File: src/include/ulbc_defs.svh
// Purpose: constants of the bus control block
// Assumes: mclk at 40 MHz
// Notes: timing counts derive from printed times
`ifndef ULBC_DEFS_SVH
`define ULBC_DEFS_SVH

// ==========================================================
// clock and reset timing
`define ULBC_MCLK_MHZ 40
`define ULBC_RST_MIN_NS 1000
// least time, so round up
`define ULBC_RST_MIN_CYC ((`ULBC_RST_MIN_NS * `ULBC_MCLK_MHZ + 999) / 1000)
`define ULBC_CNT_W 8
// bus clock divider: half period in mclk cycles
`define ULBC_BUS_DIV 2
`define ULBC_DIV_W 4

// ==========================================================
// data bus
`define ULBC_DATA_W 8
`define ULBC_FIFO_DEPTH 8
`define ULBC_CMD_IDLE 8'h00

`endif

File: src/include/ulbc_pkg.sv
// Purpose: types of the bus control block
// Assumes: ulbc_defs.svh on the include path
// Notes: whole module state is one packed struct
`include "ulbc_defs.svh"

package ulbc_pkg;

  // ========================================================
  // bus ownership sequence
  typedef enum logic [2:0] {
    ULBC_IDLE,
    ULBC_ACCEPT,
    ULBC_TURN_UP,
    ULBC_SEND,
    ULBC_TURN_DOWN
  } ulbc_state_t;

  // ========================================================
  // one stream byte with its end marker
  typedef struct packed {
    logic last;
    logic [`ULBC_DATA_W-1:0] data;
  } ulbc_word_t;

  // ========================================================
  // top level state
  typedef struct packed {
    ulbc_state_t state;
    logic sync1;
    logic sync2;
    logic [`ULBC_CNT_W-1:0] low_cnt;
    logic clear;
    logic [`ULBC_DIV_W-1:0] div_cnt;
    logic clk_out;
    logic ref_prev;
    logic tick;
    logic pins_oe;
    logic clk_oe;
    logic dir;
    logic nxt;
    logic data_oe;
    logic [`ULBC_DATA_W-1:0] data_out;
    logic regs_on;
    logic rx_ready;
    logic pend_valid;
    logic [`ULBC_DATA_W-1:0] pend_data;
    logic push;
    ulbc_word_t push_word;
  } ulbc_top_st_t;

endpackage : ulbc_pkg

File: src/logic/ulbc_fifo.sv
// Purpose: flip-flop fifo for bytes taken from the link
// Assumes: single clock, synchronous active-low reset
// Notes: flush empties it in one cycle
`timescale 1ns/1ps
`default_nettype none

module ulbc_fifo #(
  parameter int W = 9,
  parameter int DEPTH = 8
) (
  input wire logic mclk,
  input wire logic rst_b,
  input wire logic flush,
  input wire logic in_valid,
  input wire logic [W-1:0] in_data,
  output logic in_ready,
  output logic out_valid,
  output logic [W-1:0] out_data,
  input wire logic out_ready,
  output logic [$clog2(DEPTH+1)-1:0] fill
);

  localparam int AW = $clog2(DEPTH);
  localparam int CW = $clog2(DEPTH+1);

  typedef struct packed {
    logic [DEPTH-1:0][W-1:0] mem;
    logic [AW-1:0] wr;
    logic [AW-1:0] rd;
    logic [CW-1:0] cnt;
  } ulbc_fifo_st_t;

  ulbc_fifo_st_t s_reg;
  ulbc_fifo_st_t s_next;
  logic do_wr;
  logic do_rd;

  // ========================================================
  // handshake
  assign in_ready = (s_reg.cnt != CW'(DEPTH));
  assign out_valid = (s_reg.cnt != '0);
  assign out_data = s_reg.mem[s_reg.rd];
  assign fill = s_reg.cnt;
  assign do_wr = in_valid && in_ready;
  assign do_rd = out_valid && out_ready;

  // ========================================================
  // pointers and storage
  always_comb begin
    s_next = s_reg;
    if (do_wr) begin
      s_next.mem[s_reg.wr] = in_data;
      s_next.wr = (s_reg.wr == AW'(DEPTH-1)) ? '0 : s_reg.wr + AW'(1);
    end
    if (do_rd) begin
      s_next.rd = (s_reg.rd == AW'(DEPTH-1)) ? '0 : s_reg.rd + AW'(1);
    end
    case ({do_wr, do_rd})
      2'b10: s_next.cnt = s_reg.cnt + CW'(1);
      2'b01: s_next.cnt = s_reg.cnt - CW'(1);
      default: s_next.cnt = s_reg.cnt;
    endcase
    // stale entries need no clearing, only the pointers and the count
    if (flush) begin
      s_next.wr = '0;
      s_next.rd = '0;
      s_next.cnt = '0;
    end
  end

  always_ff @(posedge mclk) begin
    if (!rst_b) begin
      s_reg <= '0;
    end else begin
      s_reg <= s_next;
    end
  end

endmodule : ulbc_fifo

`default_nettype wire

File: src/logic/ulbc_top.sv
// Purpose: phy-side control of the parallel link bus
// Assumes: one clock mclk; pins synchronous except chip_reset_low
// Notes: bus clock is an enable-timed output, not a true 60 MHz
`timescale 1ns/1ps
`default_nettype none
`include "ulbc_defs.svh"

// Notes on behaviour
// - reset pin low: suspended, regulators off
// - reset pin is asynchronous, synchronised inside
// - low 1 us then release resets state
// - reset pin high: normal bus operation
// - stop means previous byte was last
// - data to send: drive dir high
// - nothing to send: dir low, watch bus
// - reset pin low: all bus pins tri-stated
// - clock-in mode: bus clock from reference input
// - bus outputs change on bus clock rise
// - nxt asserted in byte acceptance cycle
module ulbc_top
  import ulbc_pkg::*;
#(
  parameter int DEPTH = `ULBC_FIFO_DEPTH
) (
  input wire logic mclk,
  input wire logic rst_b,
  input wire logic chip_reset_low,
  input wire logic clk_in_mode,
  input wire logic reference_clock_in,
  output logic bus_clock_out,
  output logic bus_clock_oe,
  input wire logic stp,
  input wire logic [`ULBC_DATA_W-1:0] data_in,
  output logic [`ULBC_DATA_W-1:0] data_out,
  output logic data_oe,
  output logic dir,
  output logic dir_oe,
  output logic nxt,
  output logic nxt_oe,
  output logic reg_3v3_en,
  output logic reg_1v8_en,
  output logic suspended,
  input wire logic rx_valid,
  input wire ulbc_word_t rx_word,
  output logic rx_ready,
  output logic tx_valid,
  output var ulbc_word_t tx_word,
  input wire logic tx_ready
);

  localparam int CW = $clog2(DEPTH+1);
  localparam logic [`ULBC_CNT_W-1:0] RST_MIN = `ULBC_CNT_W'(`ULBC_RST_MIN_CYC);
  localparam logic [`ULBC_DIV_W-1:0] DIV_LAST = `ULBC_DIV_W'(`ULBC_BUS_DIV - 1);

  ulbc_top_st_t s_reg;
  ulbc_top_st_t s_next;
  logic fifo_in_ready;
  logic [CW-1:0] fifo_fill;
  logic [$bits(ulbc_word_t)-1:0] fifo_out;
  logic held_low;

  // ========================================================
  // link byte buffer
  ulbc_fifo #(
    .W($bits(ulbc_word_t)),
    .DEPTH(DEPTH)
  ) i_ulbc_fifo (
    .mclk(mclk),
    .rst_b(rst_b),
    .flush(s_reg.clear),
    .in_valid(s_reg.push),
    .in_data(s_reg.push_word),
    .in_ready(fifo_in_ready),
    .out_valid(tx_valid),
    .out_data(fifo_out),
    .out_ready(tx_ready),
    .fill(fifo_fill)
  );

  assign tx_word = ulbc_word_t'(fifo_out);
  assign held_low = !s_reg.sync2;

  // ========================================================
  // output pins, all straight from state flops
  assign bus_clock_out = s_reg.clk_out;
  assign bus_clock_oe = s_reg.clk_oe;
  assign data_out = s_reg.data_out;
  assign data_oe = s_reg.data_oe;
  assign dir = s_reg.dir;
  assign dir_oe = s_reg.pins_oe;
  assign nxt = s_reg.nxt;
  assign nxt_oe = s_reg.pins_oe;
  assign reg_3v3_en = s_reg.regs_on;
  assign reg_1v8_en = s_reg.regs_on;
  assign suspended = !s_reg.regs_on;
  assign rx_ready = s_reg.rx_ready;

  // ========================================================
  // next state
  always_comb begin
    logic push_now;
    logic [CW:0] need;
    logic room;
    s_next = s_reg;
    push_now = 1'b0;
    need = '0;
    room = 1'b0;
    s_next.push = 1'b0;
    s_next.rx_ready = 1'b0;
    s_next.clear = 1'b0;

    // pin may move at any time; first flop only feeds the second
    s_next.sync1 = chip_reset_low;
    s_next.sync2 = s_reg.sync1;

    // pulse width filter, shorter glitches only suspend and do not flush
    if (held_low) begin
      if (s_reg.low_cnt != RST_MIN) begin
        s_next.low_cnt = s_reg.low_cnt + `ULBC_CNT_W'(1);
      end
    end else begin
      s_next.clear = (s_reg.low_cnt == RST_MIN);
      s_next.low_cnt = '0;
    end

    s_next.regs_on = !held_low;
    s_next.pins_oe = !held_low;
    // clock pin is tied high in clock-in mode; driving it would fight
    s_next.clk_oe = !held_low && !clk_in_mode;

    // bus clock rise becomes a one-cycle tick
    s_next.ref_prev = reference_clock_in;
    if (clk_in_mode) begin
      s_next.clk_out = 1'b0;
      s_next.div_cnt = '0;
      s_next.tick = reference_clock_in && !s_reg.ref_prev;
    end else if (s_reg.div_cnt == DIV_LAST) begin
      s_next.div_cnt = '0;
      s_next.clk_out = !s_reg.clk_out;
      s_next.tick = !s_reg.clk_out;
    end else begin
      s_next.div_cnt = s_reg.div_cnt + `ULBC_DIV_W'(1);
      s_next.tick = 1'b0;
    end

    if (held_low || s_reg.clear) begin
      // suspended or just reset: bus idle; buffer flushed only when just reset
      s_next.state = ULBC_IDLE;
      s_next.dir = 1'b0;
      s_next.nxt = 1'b0;
      s_next.data_oe = 1'b0;
      s_next.pend_valid = 1'b0;
    end else if (s_reg.tick) begin
      case (s_reg.state)
        ULBC_IDLE: begin
          s_next.dir = 1'b0;
          s_next.data_oe = 1'b0;
          // link command first; it cannot be refused once seen
          if (data_in != `ULBC_CMD_IDLE) begin
            s_next.state = ULBC_ACCEPT;
            s_next.nxt = fifo_in_ready;
          end else if (rx_valid) begin
            s_next.dir = 1'b1;
            s_next.state = ULBC_TURN_UP;
          end
        end
        ULBC_ACCEPT: begin
          if (stp) begin
            // byte of the previous cycle closes the stream
            s_next.nxt = 1'b0;
            s_next.state = ULBC_IDLE;
            s_next.pend_valid = 1'b0;
            if (s_reg.pend_valid) begin
              s_next.push = 1'b1;
              s_next.push_word = '{last: 1'b1, data: s_reg.pend_data};
            end
          end else begin
            if (s_reg.nxt) begin
              // hold one byte back until stop or next byte tells
              push_now = s_reg.pend_valid;
              s_next.push = push_now;
              s_next.push_word = '{last: 1'b0, data: s_reg.pend_data};
              s_next.pend_valid = 1'b1;
              s_next.pend_data = data_in;
            end
            // room for held byte plus one more
            need = {1'b0, fifo_fill} + (CW+1)'(push_now)
              + (CW+1)'(s_next.pend_valid);
            room = fifo_in_ready && (need < (CW+1)'(DEPTH));
            s_next.nxt = room;
          end
        end
        ULBC_TURN_UP: begin
          s_next.data_oe = 1'b1;
          s_next.data_out = rx_word.data;
          s_next.rx_ready = 1'b1;
          s_next.state = rx_word.last ? ULBC_TURN_DOWN : ULBC_SEND;
        end
        ULBC_SEND: begin
          // an empty source ends the stream early
          if (rx_valid) begin
            s_next.data_out = rx_word.data;
            s_next.rx_ready = 1'b1;
            s_next.state = rx_word.last ? ULBC_TURN_DOWN : ULBC_SEND;
          end else begin
            s_next.state = ULBC_TURN_DOWN;
          end
        end
        ULBC_TURN_DOWN: begin
          s_next.data_oe = 1'b0;
          s_next.dir = 1'b0;
          s_next.state = ULBC_IDLE;
        end
        default: begin
          s_next.state = ULBC_IDLE;
        end
      endcase
    end
  end

  // ========================================================
  // state register
  always_ff @(posedge mclk) begin
    if (!rst_b) begin
      s_reg <= '0;
    end else begin
      s_reg <= s_next;
    end
  end

endmodule : ulbc_top

`default_nettype wire

File: config.mk
export PLATFORM = sky130hd
export DESIGN_NAME = ulbc_top
export DESIGN_NICKNAME = d
export VERILOG_FILES = /design/src/include/ulbc_pkg.sv /design/src/logic/ulbc_fifo.sv /design/src/logic/ulbc_top.sv
export VERILOG_INCLUDE_DIRS = /design/src /design/src/include
export SDC_FILE = /design/constraint.sdc
export NUM_CORES = 1
export LEC_CHECK = 0
export ABC_AREA = 0
export BUFFER_PORTS_ARGS = -buffer_cell sky130_fd_sc_hd__buf_2
export CAP_MARGIN = 20
export CORE_MARGIN = 5
export CORE_UTILIZATION = 50
export DETAILED_ROUTE_END_ITERATION = 8
export PLACE_DENSITY = 0.69
export SLEW_MARGIN = 20
export SYNTH_ARGS = -nofsm -noshare
export SYNTH_HDL_FRONTEND = slang
export SYNTH_SLANG_ARGS = --single-unit
File: constraint.sdc
create_clock -name mclk -period 4.9 [get_ports mclk]
set_input_delay 0.98 -clock mclk [delete_from_list [all_inputs] [get_ports mclk]]
set_output_delay 0.98 -clock mclk [all_outputs]
set_load 0.01 [all_outputs]
# == Word level (Yosys, flattened, before mapping) ==
# Index checks and enable logic that the tools add are counted.
# op_classes
add_sub_neg,8
n_lt_le_gt_ge,4
n_eq_ne,18
muxes,39
bitwise_logic,5
reduce_logical,37
# op_table
cell,count
2-to-1 mux 19 bit,5
bitwise mux 72 bit,1
binary-select mux 9 bit (select 3 bit),1
demux 9 bit (select 3 bit),1
2-to-1 mux 3 bit,7
2-to-1 mux 10 bit,2
2-to-1 mux 9 bit,2
one-hot mux 8 bit (2 select lines),1
2-to-1 mux 1 bit,12
one-hot mux 3 bit (4 select lines),1
AND reduction 5 bit,2
nonzero test 2 bit,5
OR reduction 2 bit,5
equality test 3 bit (second input constant),3
adder 4 x 1 -> 4 bit (second input constant),2
adder 8 x 1 -> 8 bit (second input constant),1
equality test 8 x 6 -> 1 bit (second input constant),1
less-than comparator 3 x 4 -> 1 bit (second input constant),2
2-to-1 mux 8 bit,1
!= test 8 x 6 -> 1 bit (second input constant),1
one-hot mux 1 bit (2 select lines),4
one-hot mux 4 bit (2 select lines),1
AND reduction 2 bit,4
nonzero test 8 bit,1
26 further kinds,45
# word_totals
regBits,136
input_bits,25
out_inout_bits,29
word_cells,143

# == Depth between registers and ports, before layout ==
# depth
ltp_word,11
ltp_mapped,11
depth_no_buf,10

# == Hierarchy ==
# From an unflattened synthesis, not the netlist that was laid out.
# unflattened
hier_cells,587
hier_area_um2,6264.8
# modules_own_cells
mod,instances,cells_each,area_each_um2,seq_area_each_um2
ulbc_fifo,1,353,3952.5,1641.6
ulbc_top,1,234,2312.2,1081.0

# == Worst setup path after synthesis ==
# Ideal clock, no wire load.
# synth_timing
path_type,reg-to-output
from,register i_ulbc_fifo.s_reg[4] in the netlist's numbering
to,output tx_word[1] in the netlist's numbering
t_arrival_ps,1616
t_required_ps,3920
slack_ps,2304
stages_incl_launch_ff,4
path_buffers,1
cell_sequence,dfxtp_1 clkbuf_1 mux4_2 mux2_2
# synth_rtl
element,line,source
from (decl),ulbc_fifo.sv:33,ulbc_fifo_st_t s_reg;
from (signal assigned),ulbc_fifo.sv:75,s_reg <= s_next;
to (decl),ulbc_top.sv:47,"output var ulbc_word_t tx_word,"

==> metrics.log <==
INFO  metric run_status = finished, final reports clean
INFO  metric power.share.switching = between 15 and 20%
INFO  metric synth-compound-area-share = 4.065%
INFO  metric arrival = between 2 and 2.5 ns
INFO  metric combinational_power_share = roughly 2.5%
INFO  metric dr.first_iter.drc_count = 185
INFO  metric largest_family_of_logic_cells_by_synthesized_area = multiplexers
INFO  metric switchingPower = 483.2 µW
INFO  metric detailedRoute.firstPassIterationCount = 4
INFO  metric die_area = ~15000 µm²
INFO  metric number_of_standard_cells_in_the_layout_taps_in_and_fillers_out = 796
INFO  metric hold_viol_final = 0
INFO  metric holdWs = 0.4383 ns
INFO  metric tightestPinTransition = 0.9395 ns
INFO  metric cts-root-to-sink-buffers = 2
INFO  metric dpl-instance-area = 6554 µm²
INFO  metric clock_skew_after_layout = 0.004437 ns
INFO  metric crit_path_end_kind = output port
INFO  metric postRouteAntennaNets = 0
INFO  metric synth_area_leaders = sky130_fd_sc_hd__dfxtp_1 43%, sky130_fd_sc_hd__mux2i_1 16%, sky130_fd_sc_hd__nor2b_1 9.9%
INFO  metric clock_sink_count = 136
INFO  metric worstSetupStartpointType = flop
INFO  metric share_clk_of_total_power = 52.4%
INFO  metric post_synth_mux_area_share = 24.21%
INFO  metric layout.cell_area.non_filler = 7163 µm²
INFO  metric synth_seq_area_share = 43.36%
INFO  metric post-synth-top-count-cell = sky130_fd_sc_hd__dfxtp_1
INFO  metric design.final.nets = 648
INFO  metric synth-warning-count = 0
INFO  metric detail_route.wirelength = 12720 µm
INFO  metric cts_hold_buffers_added = 0
INFO  metric number_of_pins_exceeding_their_max_slew_limit_in_the_final_report = 0
INFO  metric setup_viol = 0
INFO  metric final.min_clock_period = approximately 3.4 ns
INFO  metric synth.ff_latch_count = between 100 and 150
INFO  metric regArea = 2723 µm²
INFO  metric detailed_routed_wire_length_on_met3 = between 400 and 500 µm
INFO  metric worst_skew_pair.late_latency = 0.41 ns
INFO  metric p_int = 1.992 mW
INFO  metric synth-edff-count = 0
INFO  metric grt.total_usage = 18.50%
INFO  metric synthesis_to_layout_area_growth = 14.07%
INFO  metric wl_met2 = about 6200 µm
INFO  metric netlist_area = 6280 µm²
INFO  metric synthCells = between 500 and 600
INFO  metric ys_types = 56
INFO  metric crit_path_cell_trace = buf_4, mux4_2, mux2_2, buf_2
INFO  metric worst-path-buf-inv = 2
INFO  metric floorplan.initialDensity = 50.38%
INFO  metric die_x = between 100 and 150 µm
INFO  metric grt_antenna_before_repair = 0
INFO  metric top_level_port_count = 54
INFO  metric synthesis.nets = 622
INFO  metric largest_reg_flops = 78
INFO  metric synth-adder-area-share = 2.391%
INFO  metric crit_slowest_cell = sky130_fd_sc_hd__dfxtp_1
INFO  metric yosys.area_share.xor_xnor = 1.813%
INFO  metric die_h = 122.1 µm
INFO  metric critical_path.max_stage_delay = 0.66 ns
INFO  metric synth_flop_cell = sky130_fd_sc_hd__dfxtp_1
INFO  metric via_count = 4132
INFO  metric netlist.area_leader.share = 43.36%
INFO  metric cts.root.buffer_cell = sky130_fd_sc_hd__clkbuf_16
INFO  metric grt_start_max_net_pins = 107
INFO  metric worst_ep_required_time = ~3.9 ns
INFO  metric cts_inserted_buffers = 17
INFO  metric maxClockFrequency = between 0.2 and 0.3 GHz
INFO  metric portBuffers = 53
INFO  metric layout_worst_path_cycle_share = 68.56%
INFO  metric postSynth.asyncResetShare = 0%
INFO  metric power.leakage = 2.899 nW
INFO  metric post_synth_most_frequent_cells = 136 x sky130_fd_sc_hd__dfxtp_1, 99 x sky130_fd_sc_hd__mux2i_1, 99 x sky130_fd_sc_hd__nor2b_1
INFO  metric pwr-share-seq = 45.2%
INFO  metric fin_tns_setup = 0 ns
INFO  metric synth_area_leader_cell = sky130_fd_sc_hd__dfxtp_1
INFO  metric maxCapViolations = 0
INFO  metric cts_tree = yes
INFO  metric detailedPlacementHpwl = ~8300 µm
INFO  metric place_congestion = slightly above 0.8
INFO  metric p_per_area = 345.5 nW/µm²
INFO  metric ir_drop = approximately 0.00021 V
INFO  metric antenna_cells_inserted = 0
INFO  metric syn_area_per_cell = around 11 µm²
INFO  metric layout-drive-gt1-share = 20.99%
INFO  metric uppermost_layer_routed = met4
INFO  metric timing.critical_path.max_delay_family = multiplexers
INFO  metric vias_per_cell = 5.191
INFO  metric drt_drc_violations_left = 0
INFO  metric grt_pass1_vias = approximately 4200
INFO  metric area_occupied_by_multi_input_gates = 3261 µm²
INFO  metric htree_num_levels = 4
INFO  metric synth_simple_gate_area_share = a little under a fifth
INFO  metric crit_path_max_fanout = 12
INFO  metric worstHoldPathType = flop to flop
INFO  metric timing.setup.critical_path_class = flop to output port
INFO  metric detail_route.wirelength.met1 = 5854 µm
INFO  metric gr-total-overflow = 0
INFO  metric cts_repair_resize_count = 0
INFO  metric slew-limit-headroom = between 30 and 40%
INFO  metric rsz_0062_raised_after_global_routing = false
INFO  metric placementRows = 41
INFO  metric place_inst = 764
INFO  metric routed_wire_length_per_instance = 15.98 µm
INFO  metric filler_cell_count = 1029
INFO  metric design.core.area = 12470 µm²
INFO  metric grt_pass1_wl = about 21000 µm
INFO  metric clk_transition_reported_paths = 0.05 ns
INFO  metric cts_setup_buffers = 0
==> power by group through the flow <==
stage	Sequential, mW	Clock [mW]	Combinational [mW]
global placement	1.14	0	0.0595
CTS	1.12	1.33	0.0621
global route	1.12	1.37	0.0684
floorplan	1.14	0	0.0402
finish	1.12	1.30	0.0615
detailed placement	1.14	0	0.0615
==> worst register-to-register path, cell delays in order, from the launching register on <==
cell and delay, ns:
sky130_fd_sc_hd__dfxtp_1 0.42, sky130_fd_sc_hd__or4_1 0.57, sky130_fd_sc_hd__nand2_1 0.25, sky130_fd_sc_hd__inv_1 0.11
sky130_fd_sc_hd__ha_1 0.28, sky130_fd_sc_hd__xor2_1 0.17, sky130_fd_sc_hd__ha_1 0.19, sky130_fd_sc_hd__a21oi_1 0.14
sky130_fd_sc_hd__xor2_1 0.09, sky130_fd_sc_hd__or3_1 0.31, sky130_fd_sc_hd__a21oi_1 0.14
==> cell usage in the layout (no fill, tap or decap), drive strengths merged, types with 11 or more instances in the layout <==
| cell | n |
|---|---|
| nor2 | 27 |
| buf | 60 |
| nor2b | 99 |
| mux2 | 11 |
| mux4 | 18 |
| mux2i | 99 |
| clkbuf | 24 |
| dfxtp | 136 |
| ha | 12 |
| nand2 | 17 |
| a21oi | 11 |
==> per-layer routing <==
| metal | up-vias | track usage [%] |
|---|---|---|
| li1 | 2065 | - |
| met1 | 1983 | 23.05 |
| met2 | 65 | 30.18 |
| met3 | 19 | 5.014 |
| met4 | 0 | 8.048 |
| met5 | - | 0 |
==> layout make-up <==
type                            instances  share of cell area [%]
Multi-Input combinational cell        386                   45.52
Sequential cell                       136                   38.01
Clock buffer                           24                   6.865
Timing Repair Buffer                   60                   4.437
Tap cell                              172                   3.004
Clock inverter                          8                   1.642
Inverter                               10                  0.5240
==> stage by stage <==
step	setup WS, ns	power [mW]	util (%)
finish	1.540	2.475	57.46
CTS	1.480	2.505	57.46
global placement	1.978	1.201	52.57
global route	1.384	2.555	57.46
floorplan	2.304	1.180	-
detailed placement	1.932	1.203	52.57
==> worst paths after layout <==
path / from / slack, ns / end / cells past startpoint
worst min register to register: s_next[50]$_SDFF_PN0_ / 0.44 / s_next[20]$_SDFF_PN0_ / 1
worst max-delay path: i_ulbc_fifo.s_reg[4]$_SDFFE_PP0P_ / 1.54 / tx_word[8] / 4
worst min-delay path: s_next[50]$_SDFF_PN0_ / 0.44 / s_next[20]$_SDFF_PN0_ / 1
worst max register to register: i_ulbc_fifo.fill[1]$_SDFFE_PP0P_ / 2.17 / i_ulbc_fifo.fill[2]$_SDFFE_PP0P_ / 10
==> cell families after synthesis <==
family	Yosys count
adders and majority gates	12
DFF	136
AOI/OAI and AO/OA	34
and+or+nand+nor	199
muxes	128
buffers and inverters	63
xor gates and xnor gates	13
(Power assumes the default switching activity.)
